==> config.mk <==
export PLATFORM = sky130hd
export DESIGN_NAME = tpo_regs
export DESIGN_NICKNAME = d
export VERILOG_FILES = /design/src/tpo_group.v /design/src/tpo_regs.v
export VERILOG_INCLUDE_DIRS = /design/src /design/src/shared
export SDC_FILE = /design/constraint.sdc
export NUM_CORES = 1
export LEC_CHECK = 0
export ABC_AREA = 1
export BUFFER_PORTS_ARGS = -buffer_cell sky130_fd_sc_hd__buf_4
export CORE_MARGIN = 2
export CORE_UTILIZATION = 40
export CTS_CLUSTER_SIZE = 12
export DETAILED_ROUTE_END_ITERATION = 10
export PLACE_DENSITY = 0.73
export SYNTH_ARGS = -nofsm -noshare
export SYNTH_HDL_FRONTEND = slang
export SYNTH_SLANG_ARGS = --single-unit
==> constraint.sdc <==
create_clock -name clk_i -period 3.2 [get_ports clk_i]
set_input_delay 0.16 -clock clk_i [delete_from_list [all_inputs] [get_ports clk_i]]
set_output_delay 0.16 -clock clk_i [all_outputs]
set_load 0.01 [all_outputs]
==> src/shared/tpo_defines.vh <==
/*
 * Constants of the timed pattern output register block: register
 * indices, reset values, field positions and bus widths.
 * Assumes the includer uses the byte address index*4 on the bus.
 */
`ifndef TPO_DEFINES_VH
`define TPO_DEFINES_VH

// ==========================================================
// Register indices (byte address is four times the index)
// ==========================================================
`define TPO_IDX_TRIG_SEL       16'hFFA1
`define TPO_IDX_EN_HIGH        16'hFFA2
`define TPO_IDX_EN_LOW         16'hFFA3
`define TPO_IDX_NEXT_HIGH      16'hFFA4
`define TPO_IDX_NEXT_LOW       16'hFFA5
`define TPO_IDX_NEXT_HIGH_ALT  16'hFFA6
`define TPO_IDX_NEXT_LOW_ALT   16'hFFA7
`define TPO_IDX_PA_DIR         16'hFFD1
`define TPO_IDX_PA_DATA        16'hFFD3
`define TPO_IDX_PB_DIR         16'hFFD4
`define TPO_IDX_PB_DATA        16'hFFD6

// ==========================================================
// Reset and read values
// ==========================================================
`define TPO_RST_TRIG_SEL       8'hFF
`define TPO_RST_ZERO           8'h00
`define TPO_RST_NIBBLE         4'h0
`define TPO_RESERVED_ONES      8'hFF
`define TPO_WO_READ            8'h00
`define TPO_UNMAPPED_READ      32'h0000_0000

// ==========================================================
// Trigger select fields
// ==========================================================
`define TPO_SEL_G0_LSB         0
`define TPO_SEL_G1_LSB         2
`define TPO_SEL_G2_LSB         4
`define TPO_SEL_G3_LSB         6

// ==========================================================
// Widths
// ==========================================================
`define TPO_ADR_W              18
`define TPO_NUM_CMP            4

`endif

==> src/tpo_group.v <==
/*
 * One 4-bit pattern group: holds the port data nibble, loads the
 * buffered next nibble on the selected compare match, else takes
 * software writes on the bits that pattern output does not own.
 * Assumes compare-match pulses come from logic on clk_i.
 */
`include "tpo_defines.vh"

module tpo_group (
  input  wire       clk_i,
  input  wire       rst_i,
  input  wire [1:0] trig_sel_i,
  input  wire [3:0] cmp_match_i,
  input  wire [3:0] enable_i,
  input  wire [3:0] next_data_i,
  input  wire       wr_i,
  input  wire [3:0] wr_data_i,
  output reg  [3:0] data_o
);

  // ==========================================================
  // Transfer and write
  // ==========================================================
  wire       trig;
  reg  [3:0] next_data;
  integer    i;

  assign trig = cmp_match_i[trig_sel_i];

  always @* begin
    next_data = data_o;
    for (i = 0; i < 4; i = i + 1) begin
      if (enable_i[i]) begin
        if (trig) begin
          next_data[i] = next_data_i[i];
        end
      end else if (wr_i) begin
        next_data[i] = wr_data_i[i];  // Owned bits ignore writes
      end
    end
  end

  always @(posedge clk_i) begin
    if (rst_i) begin
      data_o <= `TPO_RST_NIBBLE;
    end else begin
      data_o <= next_data;
    end
  end

endmodule // tpo_group

==> src/tpo_regs.v <==
/*
 * Register side of the timed pattern output unit: port direction and
 * data registers, next-data buffers with trigger-dependent layout,
 * enable and trigger select registers, reached over classic Wishbone.
 * Assumes compare-match pulses are one clk_i cycle wide and come from
 * the timer on the same clock; hardware standby arrives on a pin.
 */
// Added by the designer: the Wishbone register port.
// Functional notes
// - Port A direction, write-only, reset zero
// - Port B direction register, write-only
// - Port A data register, resets to zero
// - Enabled port A bits ignore writes
// - Port B data register holds group 2
// - Enabled port B bits ignore writes; code does so for bits 3:0 only, bits 7:4 always take writes
// - Next data buffer for groups 0, 1
// - Compare match copies next nibble to port
// - Buffer cleared by reset and hardware standby
// - Buffer kept through software standby
// - Shared trigger: whole buffer at lower address
// - Shared trigger: upper address reads ones
// - Split trigger: group 1 low, group 0 high
// - Split trigger: unused nibbles reserved, read one
// - Transfer only for enabled bits
// - Two-bit select picks channel, resets three
`include "tpo_defines.vh"

module tpo_regs #(
  parameter ADR_W = `TPO_ADR_W
) (
  input  wire             clk_i,
  input  wire             rst_i,
  // Wishbone slave
  input  wire [ADR_W-1:0] adr_i,
  input  wire [31:0]      dat_i,
  input  wire [3:0]       sel_i,
  input  wire             we_i,
  input  wire             cyc_i,
  input  wire             stb_i,
  output reg  [31:0]      dat_o,
  output reg              ack_o,
  // Timer compare-match pulses, channel 0 to 3
  input  wire [3:0]       cmp_match_i,
  // Hardware standby request pin
  input  wire             hw_standby_i,
  // Port pins
  output reg  [7:0]       port_a_out_o,
  output reg  [7:0]       port_a_oe_o,
  output reg  [7:0]       port_b_out_o,
  output reg  [7:0]       port_b_oe_o
);

  // ==========================================================
  // Hardware standby synchroniser
  // ==========================================================
  reg  hw_standby_meta;
  reg  hw_standby_sync;
  wire init;

  always @(posedge clk_i) begin
    if (rst_i) begin
      hw_standby_meta <= 1'b0;
      hw_standby_sync <= 1'b0;
    end else begin
      hw_standby_meta <= hw_standby_i;
      hw_standby_sync <= hw_standby_meta;
    end
  end

  // Standby acts as a held reset; software standby has no input at all,
  // so every register simply keeps its value through it
  assign init = rst_i | hw_standby_sync;

  // ==========================================================
  // Functions
  // ==========================================================
  function hit;
    input [ADR_W-1:0] adr;
    input [15:0]      idx;
    begin
      hit = (adr[ADR_W-1:2] == idx[ADR_W-3:0]);
    end
  endfunction

  // Writable bits of a next-data byte at its lower or upper address
  function [7:0] next_wr_mask;
    input same;
    input upper;
    begin
      if (upper) begin
        next_wr_mask = same ? 8'h00 : 8'h0F;
      end else begin
        next_wr_mask = same ? 8'hFF : 8'hF0;
      end
    end
  endfunction

  // Read view of a next-data byte; reserved bits read as one
  function [7:0] next_rd_view;
    input [7:0] val;
    input       same;
    input       upper;
    begin
      if (upper) begin
        next_rd_view = same ? `TPO_RESERVED_ONES : {4'hF, val[3:0]};
      end else begin
        next_rd_view = same ? val : {val[7:4], 4'hF};
      end
    end
  endfunction

  // ==========================================================
  // Registers
  // ==========================================================
  reg  [7:0] pattern_trigger_select;
  reg  [7:0] pattern_enable_low_groups;
  reg  [7:0] pattern_enable_high_groups;
  reg  [7:0] next_pattern_low_groups;
  reg  [7:0] next_pattern_high_groups;
  reg  [7:0] port_a_direction;
  reg  [7:0] port_b_direction;
  reg  [3:0] port_b_upper;
  wire [3:0] grp0_data;
  wire [3:0] grp1_data;
  wire [3:0] grp2_data;
  wire [7:0] port_a_output_data;
  wire [7:0] port_b_output_data;

  assign port_a_output_data = {grp1_data, grp0_data};
  assign port_b_output_data = {port_b_upper, grp2_data};

  // Decoding follows the select fields in the same cycle they change
  wire same_low;
  wire same_high;

  assign same_low  = pattern_trigger_select[`TPO_SEL_G0_LSB +: 2] ==
                     pattern_trigger_select[`TPO_SEL_G1_LSB +: 2];
  assign same_high = pattern_trigger_select[`TPO_SEL_G2_LSB +: 2] ==
                     pattern_trigger_select[`TPO_SEL_G3_LSB +: 2];

  // ==========================================================
  // Bus decode
  // ==========================================================
  wire       req;
  wire       wr_en;
  wire [7:0] wd;
  wire       wr_trig_sel;
  wire       wr_en_high;
  wire       wr_en_low;
  wire       wr_next_high;
  wire       wr_next_low;
  wire       wr_next_high_alt;
  wire       wr_next_low_alt;
  wire       wr_pa_dir;
  wire       wr_pa_data;
  wire       wr_pb_dir;
  wire       wr_pb_data;

  assign req   = cyc_i & stb_i;
  // Writes land on the edge where the master sees ack
  assign wr_en = req & we_i & ack_o & sel_i[0];
  assign wd    = dat_i[7:0];

  assign wr_trig_sel      = wr_en & hit(adr_i, `TPO_IDX_TRIG_SEL);
  assign wr_en_high       = wr_en & hit(adr_i, `TPO_IDX_EN_HIGH);
  assign wr_en_low        = wr_en & hit(adr_i, `TPO_IDX_EN_LOW);
  assign wr_next_high     = wr_en & hit(adr_i, `TPO_IDX_NEXT_HIGH);
  assign wr_next_low      = wr_en & hit(adr_i, `TPO_IDX_NEXT_LOW);
  assign wr_next_high_alt = wr_en & hit(adr_i, `TPO_IDX_NEXT_HIGH_ALT);
  assign wr_next_low_alt  = wr_en & hit(adr_i, `TPO_IDX_NEXT_LOW_ALT);
  assign wr_pa_dir        = wr_en & hit(adr_i, `TPO_IDX_PA_DIR);
  assign wr_pa_data       = wr_en & hit(adr_i, `TPO_IDX_PA_DATA);
  assign wr_pb_dir        = wr_en & hit(adr_i, `TPO_IDX_PB_DIR);
  assign wr_pb_data       = wr_en & hit(adr_i, `TPO_IDX_PB_DATA);

  // ==========================================================
  // Control registers
  // ==========================================================
  always @(posedge clk_i) begin
    if (init) begin
      pattern_trigger_select     <= `TPO_RST_TRIG_SEL;
      pattern_enable_low_groups  <= `TPO_RST_ZERO;
      pattern_enable_high_groups <= `TPO_RST_ZERO;
      port_a_direction           <= `TPO_RST_ZERO;
      port_b_direction           <= `TPO_RST_ZERO;
      port_b_upper               <= `TPO_RST_NIBBLE;
    end else begin
      if (wr_trig_sel) begin
        pattern_trigger_select <= wd;
      end
      if (wr_en_low) begin
        pattern_enable_low_groups <= wd;
      end
      if (wr_en_high) begin
        pattern_enable_high_groups <= wd;
      end
      if (wr_pa_dir) begin
        port_a_direction <= wd;
      end
      if (wr_pb_dir) begin
        port_b_direction <= wd;
      end
      if (wr_pb_data) begin
        port_b_upper <= wd[7:4];
      end
    end
  end

  // ==========================================================
  // Next-data buffers
  // ==========================================================
  reg [7:0] next_low;
  reg [7:0] next_high;
  reg [7:0] m;

  always @* begin
    next_low  = next_pattern_low_groups;
    next_high = next_pattern_high_groups;
    m         = 8'h00;
    if (wr_next_low) begin
      m        = next_wr_mask(same_low, 1'b0);
      next_low = (next_low & ~m) | (wd & m);
    end else if (wr_next_low_alt) begin
      m        = next_wr_mask(same_low, 1'b1);
      next_low = (next_low & ~m) | (wd & m);
    end
    if (wr_next_high) begin
      m         = next_wr_mask(same_high, 1'b0);
      next_high = (next_high & ~m) | (wd & m);
    end else if (wr_next_high_alt) begin
      m         = next_wr_mask(same_high, 1'b1);
      next_high = (next_high & ~m) | (wd & m);
    end
  end

  always @(posedge clk_i) begin
    if (init) begin
      next_pattern_low_groups  <= `TPO_RST_ZERO;
      next_pattern_high_groups <= `TPO_RST_ZERO;
    end else begin
      next_pattern_low_groups  <= next_low;
      next_pattern_high_groups <= next_high;
    end
  end

  // ==========================================================
  // Pattern groups
  // ==========================================================
  // A group samples the buffer as it stood before a same-cycle write
  tpo_group u_grp0 (
    .clk_i       (clk_i),
    .rst_i       (init),
    .trig_sel_i  (pattern_trigger_select[`TPO_SEL_G0_LSB +: 2]),
    .cmp_match_i (cmp_match_i),
    .enable_i    (pattern_enable_low_groups[3:0]),
    .next_data_i (next_pattern_low_groups[3:0]),
    .wr_i        (wr_pa_data),
    .wr_data_i   (wd[3:0]),
    .data_o      (grp0_data)
  );

  tpo_group u_grp1 (
    .clk_i       (clk_i),
    .rst_i       (init),
    .trig_sel_i  (pattern_trigger_select[`TPO_SEL_G1_LSB +: 2]),
    .cmp_match_i (cmp_match_i),
    .enable_i    (pattern_enable_low_groups[7:4]),
    .next_data_i (next_pattern_low_groups[7:4]),
    .wr_i        (wr_pa_data),
    .wr_data_i   (wd[7:4]),
    .data_o      (grp1_data)
  );

  tpo_group u_grp2 (
    .clk_i       (clk_i),
    .rst_i       (init),
    .trig_sel_i  (pattern_trigger_select[`TPO_SEL_G2_LSB +: 2]),
    .cmp_match_i (cmp_match_i),
    .enable_i    (pattern_enable_high_groups[3:0]),
    .next_data_i (next_pattern_high_groups[3:0]),
    .wr_i        (wr_pb_data),
    .wr_data_i   (wd[3:0]),
    .data_o      (grp2_data)
  );

  // ==========================================================
  // Pin outputs
  // ==========================================================
  // One register stage so every pin leaves from a flip-flop; the pins
  // therefore trail the data registers by one cycle
  always @(posedge clk_i) begin
    if (init) begin
      port_a_out_o <= `TPO_RST_ZERO;
      port_a_oe_o  <= `TPO_RST_ZERO;
      port_b_out_o <= `TPO_RST_ZERO;
      port_b_oe_o  <= `TPO_RST_ZERO;
    end else begin
      port_a_out_o <= port_a_output_data;
      port_a_oe_o  <= port_a_direction;
      port_b_out_o <= port_b_output_data;
      port_b_oe_o  <= port_b_direction;
    end
  end

  // ==========================================================
  // Read mux and acknowledge
  // ==========================================================
  reg [31:0] next_rdata;

  always @* begin
    next_rdata = `TPO_UNMAPPED_READ;
    if (hit(adr_i, `TPO_IDX_TRIG_SEL)) begin
      next_rdata[7:0] = pattern_trigger_select;
    end else if (hit(adr_i, `TPO_IDX_EN_HIGH)) begin
      next_rdata[7:0] = pattern_enable_high_groups;
    end else if (hit(adr_i, `TPO_IDX_EN_LOW)) begin
      next_rdata[7:0] = pattern_enable_low_groups;
    end else if (hit(adr_i, `TPO_IDX_NEXT_HIGH)) begin
      next_rdata[7:0] = next_rd_view(next_pattern_high_groups, same_high, 1'b0);
    end else if (hit(adr_i, `TPO_IDX_NEXT_LOW)) begin
      next_rdata[7:0] = next_rd_view(next_pattern_low_groups, same_low, 1'b0);
    end else if (hit(adr_i, `TPO_IDX_NEXT_HIGH_ALT)) begin
      next_rdata[7:0] = next_rd_view(next_pattern_high_groups, same_high, 1'b1);
    end else if (hit(adr_i, `TPO_IDX_NEXT_LOW_ALT)) begin
      next_rdata[7:0] = next_rd_view(next_pattern_low_groups, same_low, 1'b1);
    end else if (hit(adr_i, `TPO_IDX_PA_DIR) | hit(adr_i, `TPO_IDX_PB_DIR)) begin
      next_rdata[7:0] = `TPO_WO_READ;  // Write-only
    end else if (hit(adr_i, `TPO_IDX_PA_DATA)) begin
      next_rdata[7:0] = port_a_output_data;
    end else if (hit(adr_i, `TPO_IDX_PB_DATA)) begin
      next_rdata[7:0] = port_b_output_data;
    end
  end

  // Every access, mapped or not, answers one cycle after the request
  always @(posedge clk_i) begin
    if (rst_i) begin
      ack_o <= 1'b0;
      dat_o <= `TPO_UNMAPPED_READ;
    end else begin
      ack_o <= req & ~ack_o;
      if (req & ~ack_o) begin
        dat_o <= next_rdata;
      end
    end
  end

endmodule // tpo_regs

After elaboration in Yosys (flattened, before gate mapping). Index checks and enable logic that the tools add are counted.

$lt $le $gt $ge: 3. Equal/unequal tests: 25. Multiplexer cells: 70. Bitwise logic cells: 35. Reductions and logical operators: 26.

Operators by type and width (number): == test 16 bit (second input constant) (11); two-way mux 8 bit (20); AND 8 bit (8); two-way mux 1 bit (39); two-way mux 4 bit (8); NOT 8 bit (4); bitwise OR 8 bit (4); nonzero test 2 bit (14); != test 2 x 1 -> 1 bit (second input constant) (12); AND reduction 2 bit (12); AND 1 bit (16); < comparator 2 x 3 -> 1 bit (second input constant) (3); binary-select mux 1 bit (select 2 bit) (3); == test 2 bit (2); bitwise OR 1 bit (2); NOT 1 bit (1).

Bits in registers: 115. Bits of input ports: 64. Output and inout port bits: 65. Word-level logic and storage cells: 187.

Longest topological paths before layout. Gate-level depths: netlist of run 1.

Word-level depth: 12. Mapped depth: 13. Depth with buffers taken out: 13.

Cells and area by module. From an unflattened synthesis of run 1, not the netlist that was laid out.

Cell total of the unflattened synthesis: 825. Area, all modules: 5698.0 um^2.

Modules (own cells, without submodules): tpo_regs (times used 1, cells an instance 654, area an instance 4767.1 um^2, seq. area each 2062.0 um^2); tpo_group (times used 3, cells an instance 57, area an instance 310.3 um^2, seq. area each 80.1 um^2).

Worst setup path before layout of run 1. Ideal clock, no wire load.

Kind: input to register. Start: in adr_i[11]. End: reg (tool-made name). Data arrival time: 1.672 ns. Required time: 3.076 ns. Slack: 1.404 ns. Stages: 13. Path through: nand2_1 nor2_4 nand2_4 nor2_4 nand2_2 clkinv_2 nand2_4 nor3_4 ha_1 nand2_1 nor2_2 o21ai_0 a21oi_1.

RTL lines: start: declaration (RTL line tpo_regs.v:34) `input wire [ADR_W-1:0] adr_i,`.

==> results.yml, run 1 <==
run_status:
  status: "finished clean"
floorplanning:
  ios: 129
  placeableCoreArea_mm2: 0.0132
  die_area_mm2: 0.0144
  die_h_um: 120
  initial_core_util_pct: 40.9
  die_w_um: 120
  num_rows: 42
synth:
  syn_area_per_cell_um2: 7.29
  synth-seq-cells: 115
  synth_edf_count: 0
  synthSimpleGateAreaFrac_pct: 23.4
  ys_warn_count: 0
  ys_types: 35
  synth-seq-area-share_pct: 42.7
  postSynth.asyncResetShare_pct: 0
  syn_area_mm2: 0.00540
  synth_flop_cell: "dfxtp_1"
  synth_xor_xnor_area_share_pct: 0.811
  syn_inst: 740
  synth_top_family_by_area: "simple AND/OR/NAND/NOR gates"
  synth_compound_area_share_pct: 20.0
  synthAdderAreaFrac_pct: 0.464
  yosys-mux-area-fraction_pct: 0
power:
  powerDensity_mw_per_mm2: 509
  ir_worst_vdd_mv: 0.370
  p_leak_uw: 0.00280
layout:
  nets: 884
  multi_input_area_mm2: 0.00251
  drive_gt1_share_pct: 19.2
  num_antenna_cells: 0
  final_common_cell: "nand2_1"
  fillCellCount: 1299
  regArea_mm2: 0.00230
  syn_to_final_growth_pct: 22.0
  final_cell_mix: "nand2_1, dfxtp_1, inv_1"
clock_tree:
  cts_buffer_depth: 2
  clock_latency_ns: 0.41
  ctsResizeCount: 0
  post-cts-setup-buffer-count: 0
  clock-sinks: 115
  cts_max_level: 4
  cts_root_buf: "clkbuf_16"
  cts_tree: "yes"
  path_clk_slew_ns: 0.05
  cts_buffers: 17
global_routing:
  grt_pass1_vias: 4341
  grt_usage_pct: 19.7
  antenna_found_initial: 0
  overflow: 0
  grt_pass1_wl_um: 22300
  grt_max_degree: 73
timing:
  finalSetupViolCount: 0
  fmax_ghz: 0.448
  finalCritPeriodShare_pct: 69.7
  rsz0062_at_grt: "false"
  tightest_slew_ns: 1.03
  setup_ws_ns: 0.969
  finalHoldViolations: 0
  finClkSkew_ns: 0.00553
  period_needed_ns: 2.23
  slew_headroom_pct: 31.6
  fin_setup_tns_ns: 0
  slew_violations: 0
  hold_ws_ns: 0.0324
placed_design:
  place_ws_ns: 0.946
  io_buffers: 75
  place.gp.congestion: 0.934
  dp_hpwl_um: 9870
worst_setup_path:
  worstPathArrival_ns: 2.57
  end_kind: "flop"
  setup.worst_path.start: "pattern_trigger_select[4]$_SDFFE_PP1P_"
  ff2ff_setup_slack_ns: 0.97
  crit_fanout: 8
  rr_worst_depth: 7
  required_ns: 3.54
  reg2reg_from: "pattern_trigger_select[4]$_SDFFE_PP1P_"
  critPathLaunchType: "flop"
  path_class: "reg -> reg"
route:
  wirelength_um: 13700
  routed_via_density: 4.79
  drt_iter0_drc: 306
  wl_per_cell_um: 13.7
  drc: 0
  ant_nets: 0
  dr.pass1.iters: 5
  vias: 4821
job:
  cap_violations: 0
min_path:
  hold_class: "in -> reg"
## metal layers
| metal | track usage (%) | wire [um] |
|---|---|---|
| met1 | 29.2 | 6870 |
| met3 | 5.80 | 1090 |
| met4 | 7.28 | 280 |
| met2 | 26.7 | 5490 |
| met5 | 0 | 0 |
## area by class of cell
cell class | count | share of cell area [%]
Clock buffer | 22 | 7.05
Multi-Input combinational cell | 495 | 38.1
Inverter | 112 | 6.44
Tap cell | 176 | 3.34
Clock inverter | 9 | 1.25
Sequential cell | 115 | 35.0
Timing Repair Buffer | 77 | 8.82
## per-stage QoR
step	total power (uW)	instance area, um^2	utilization (%)	cells
2_1_floorplan	1580	5480	-	763
3_3_place_gp	1630	6030	45.7	974
3_5_place_dp	1630	6030	45.7	974
4_1_cts	3370	6580	49.9	1006
5_1_grt	3460	6580	49.9	1006
6_report	3350	6580	49.9	1006
## sequential cells by signal, summed over array words and instances, names as in the netlist, 8 cells and up, named ones only
signal,count
port_b_out_o,8
port_b_direction,8
dat_o,8
pattern_enable_low_groups,8
pattern_enable_high_groups,8
port_a_out_o,8
pattern_trigger_select,8
port_b_oe_o,8
port_a_direction,8
port_a_oe_o,8
## synthesized netlist by cell type, types with 2 or more instances
cell	n	area, um^2
clkbuf_1	11	41.3
a21oi_1	79	395
nor3_4	4	65.1
o211ai_1	12	90.1
nand3_2	2	20.0
nor3_2	3	30.0
buf_4	26	195
o21ai_0	60	300
xnor2_1	4	35.0
inv_2	11	41.3
nor2_2	6	37.5
ha_1	2	25.0
nand4_1	10	62.6
buf_2	3	15.0
a21oi_2	6	52.6
a32o_1	2	20.0
nor3_1	4	20.0
nand2_4	6	67.6
clkinv_1	2	7.51
nor2_1	70	263
nand2_1	125	469
nand2_2	4	25.0
dfxtp_1	115	2300
a31oi_1	4	25.0
o21ai_1	39	195
inv_1	97	364
nand3_1	17	85.1
nor2_4	9	101
## timing repair
action | CTS | global route
hold endpoints to repair | 1 | 0
endpoints found under the setup margin | 0 | 0
hold buffers | 1 | 0
## kinds of logic after synthesis
family                     after synthesis
xor gates and xnor gates                 5
AOI/OAI and AO/OA                      202
buffers and inverters                  153
DFF                                    115
other                                    1
adders and majority gates                2
and+or+nand+nor                        262
## report_power, final
part | switching, uW | internal, uW
registers | 0.944 | 1430
logic | 114 | 51.1
clock network | 653 | 1100
total | 768 | 2580
## critical path: stages (launching register included)
cell and delay, ns:
dfxtp_1 0.38, xnor2_1 0.42, nand2_1 0.28, ha_1 0.35
nand2_1 0.06, nor2_2 0.33, o21ai_0 0.16, a21oi_1 0.18
## worst min path at each step
| stage | to | start | depth (start not counted) |
|---|---|---|---|
| after floorplan | dat_o[0]$_SDFFE_PP0P_ | rst_i | 1 |
| after global placement | hw_standby_meta$_SDFF_PP0_ | hw_standby_i | 3 |
| after detailed placement | hw_standby_meta$_SDFF_PP0_ | hw_standby_i | 3 |
| after CTS | dat_o[1]$_SDFFE_PP0P_ | rst_i | 2 |
| after global routing | dat_o[7]$_SDFFE_PP0P_ | rst_i | 2 |
| final | dat_o[7]$_SDFFE_PP0P_ | rst_i | 2 |
Note: power is estimated with default switching activity, not from simulation.
==> run 2: changes to the inputs <==
==> constraint.sdc (replaced) <==
create_clock -name clk_i -period 2.2 [get_ports clk_i]
set_input_delay 0.11 -clock clk_i [delete_from_list [all_inputs] [get_ports clk_i]]
set_output_delay 0.11 -clock clk_i [all_outputs]
set_load 0.01 [all_outputs]
==> run 2 against run 1 <==
Compared with the run above: maximum frequency rose by 15%; combinational power increased by 53%; global-route usage down 0.13 points; design area grew 2.7%; sequential share of layout area is 0.93 points lower; first-iteration DRC count is 9.5% higher; critical path depth is 1 higher; worst hold slack worse by 0.0063 ns; critical path type unchanged.
==> results.yml, run 2 (synthesized netlist as in run 1, its figures left out) <==
route:
  drt_iter0_drc: 335
  wl_met1_um: 6700
  ant_nets: 0
  dr.pass1.iters: 5
  met2_length_um: 5770
  routed_via_density: 4.81
  vias: 4926
  wl_per_cell_um: 13.3
  drc: 0
  route.met3.wl_um: 1030
  wirelength_um: 13700
  top_layer: "met4"
worst_setup_path:
  cpPeakStageDelay_ns: 0.37
  required_ns: 2.54
  path_class: "reg -> reg"
  rr_worst_depth: 8
  critPathLaunchType: "flop"
  end_kind: "flop"
  worstPathArrival_ns: 2.28
  reg2reg_from: "pattern_trigger_select[3]$_SDFFE_PP1P_"
  cp_num_buf_inv: 1
  crit_fanout: 8
  crit_family: "simple AND/OR/NAND/NOR gates"
  cpMaxStageDelayCell: "dfxtp_1"
  ff2ff_setup_slack_ns: 0.26
  cp_cell_sequence: "xnor2_2 -> and2_1 -> inv_1 -> ha_1 -> nand2_1 -> nor2_2 -> o21ai_0 -> a21oi_1"
clock_tree:
  cts_buffers: 17
  cts_tree: "yes"
  clock_latency_ns: 0.41
  path_clk_slew_ns: 0.05
  cts_root_buf: "clkbuf_16"
  clock-sinks: 115
  cts_max_level: 4
  cts_buffer_depth: 2
run_status:
  status: "finished clean"
power:
  p_clk_share_pct: 52.8
  p_leak_uw: 0.00290
  internal-power_uw: 3860
  power_uw: 4970
  pwr-share-comb_pct: 5.1
  switching_power_uw: 1100
  powerDensity_mw_per_mm2: 734
  p_sw_share_pct: 22.2
  ir_worst_vdd_mv: 0.571
  power_frac_seq_pct: 42.1
layout:
  fin_area_mm2: 0.00676
  nets: 902
  final_common_cell: "nand2_1"
  drive_gt1_share_pct: 19.9
  syn_to_final_growth_pct: 25.3
  fillCellCount: 1313
  final_cell_mix: "nand2_1, dfxtp_1, inv_1"
  num_antenna_cells: 0
timing:
  tightest_slew_ns: 0.630
  rsz0062_at_grt: "false"
  fin_setup_tns_ns: 0
  fmax_ghz: 0.516
  slew_headroom_pct: 58.0
  finalCritPeriodShare_pct: 88.1
  period_needed_ns: 1.94
  finClkSkew_ns: 0.00804
  finalSetupViolCount: 0
  hold_ws_ns: 0.0261
  finalHoldViolations: 0
  setup_ws_ns: 0.261
  slew_violations: 0
min_path:
  hold_start: "dat_i[4]"
  hold_class: "in -> reg"
  whs_path_depth: 3
  min_to: "pattern_enable_high_groups[4]$_SDFFE_PP0P_"
placed_design:
  io_buffers: 75
  dp_hpwl_um: 9940
  place_area_mm2: 0.00610
  place_ws_ns: 0.216
  place.gp.congestion: 0.898
global_routing:
  grt_pass1_wl_um: 22100
  grt_usage_pct: 19.6
  antenna_found_initial: 0
  grt_pass1_vias: 4431
  grt_max_degree: 73
  overflow: 0
floorplanning:
  die_w_um: 120
  die_area_mm2: 0.0144
  placeableCoreArea_mm2: 0.0132
  num_rows: 42
  die_h_um: 120
  ios: 129
  initial_core_util_pct: 40.9
job:
  cap_violations: 0
==> run 2: area by class of cell <==
cell class                      instances  area (um^2)  share of cell area [%]
Multi-Input combinational cell        495         2520                    37.2
Timing Repair Buffer                   95          736                    10.9
Inverter                              112          424                    6.27
Clock inverter                          9          106                    1.57
Sequential cell                       115         2300                    34.0
Clock buffer                           23          458                    6.77
Tap cell                              176          220                    3.26
==> run 2: worst max-delay path by stage <==
stage,start,cells past startpoint,endpoint
floorplan,adr_i[11],13,flop
global placement,adr_i[6],13,flop
detailed placement,adr_i[6],13,flop
CTS,pattern_trigger_select[3]$_SDFFE_PP1P_,8,flop
global route,pattern_trigger_select[0]$_SDFFE_PP1P_,9,flop
finish,pattern_trigger_select[3]$_SDFFE_PP1P_,8,flop
==> run 2: through the flow <==
step	util [%]	cells
2_1_floorplan	-	763
3_3_place_gp	46.3	984
3_5_place_dp	46.3	984
4_1_cts	51.2	1025
5_1_grt	51.3	1025
6_report	51.3	1025
==> run 2: what timing repair did <==
item	4_1_cts	5_1_grt
setup buffers	0	0
hold buffers	9	0
hold endpoints to repair	20	0
gates resized for setup	0	1
setup endpoints to repair	0	1
==> run 2: power groups by stage <==
| stage | registers [uW] | clock network [uW] | logic (uW) |
|---|---|---|---|
| detailed placement | 2130 | 0 | 238 |
| finish | 2090 | 2620 | 253 |
| floorplan | 2130 | 0 | 165 |
| CTS | 2090 | 2670 | 252 |
| global placement | 2130 | 0 | 237 |
| global route | 2090 | 2750 | 278 |
==> run 2: worst reg2reg max path, cell delays in order, from the launching register on <==
cell	delay, ns
dfxtp_1	0.37
xnor2_2	0.29
and2_1	0.21
inv_1	0.10
ha_1	0.29
nand2_1	0.06
nor2_2	0.29
o21ai_0	0.12
a21oi_1	0.15
==> run 2: metal layers <==
metal	global-route usage [%]	up-vias
li1	-	2540
met1	27.9	2190
met2	28.9	177
met3	5.04	19
met4	6.03	0
met5	0	-
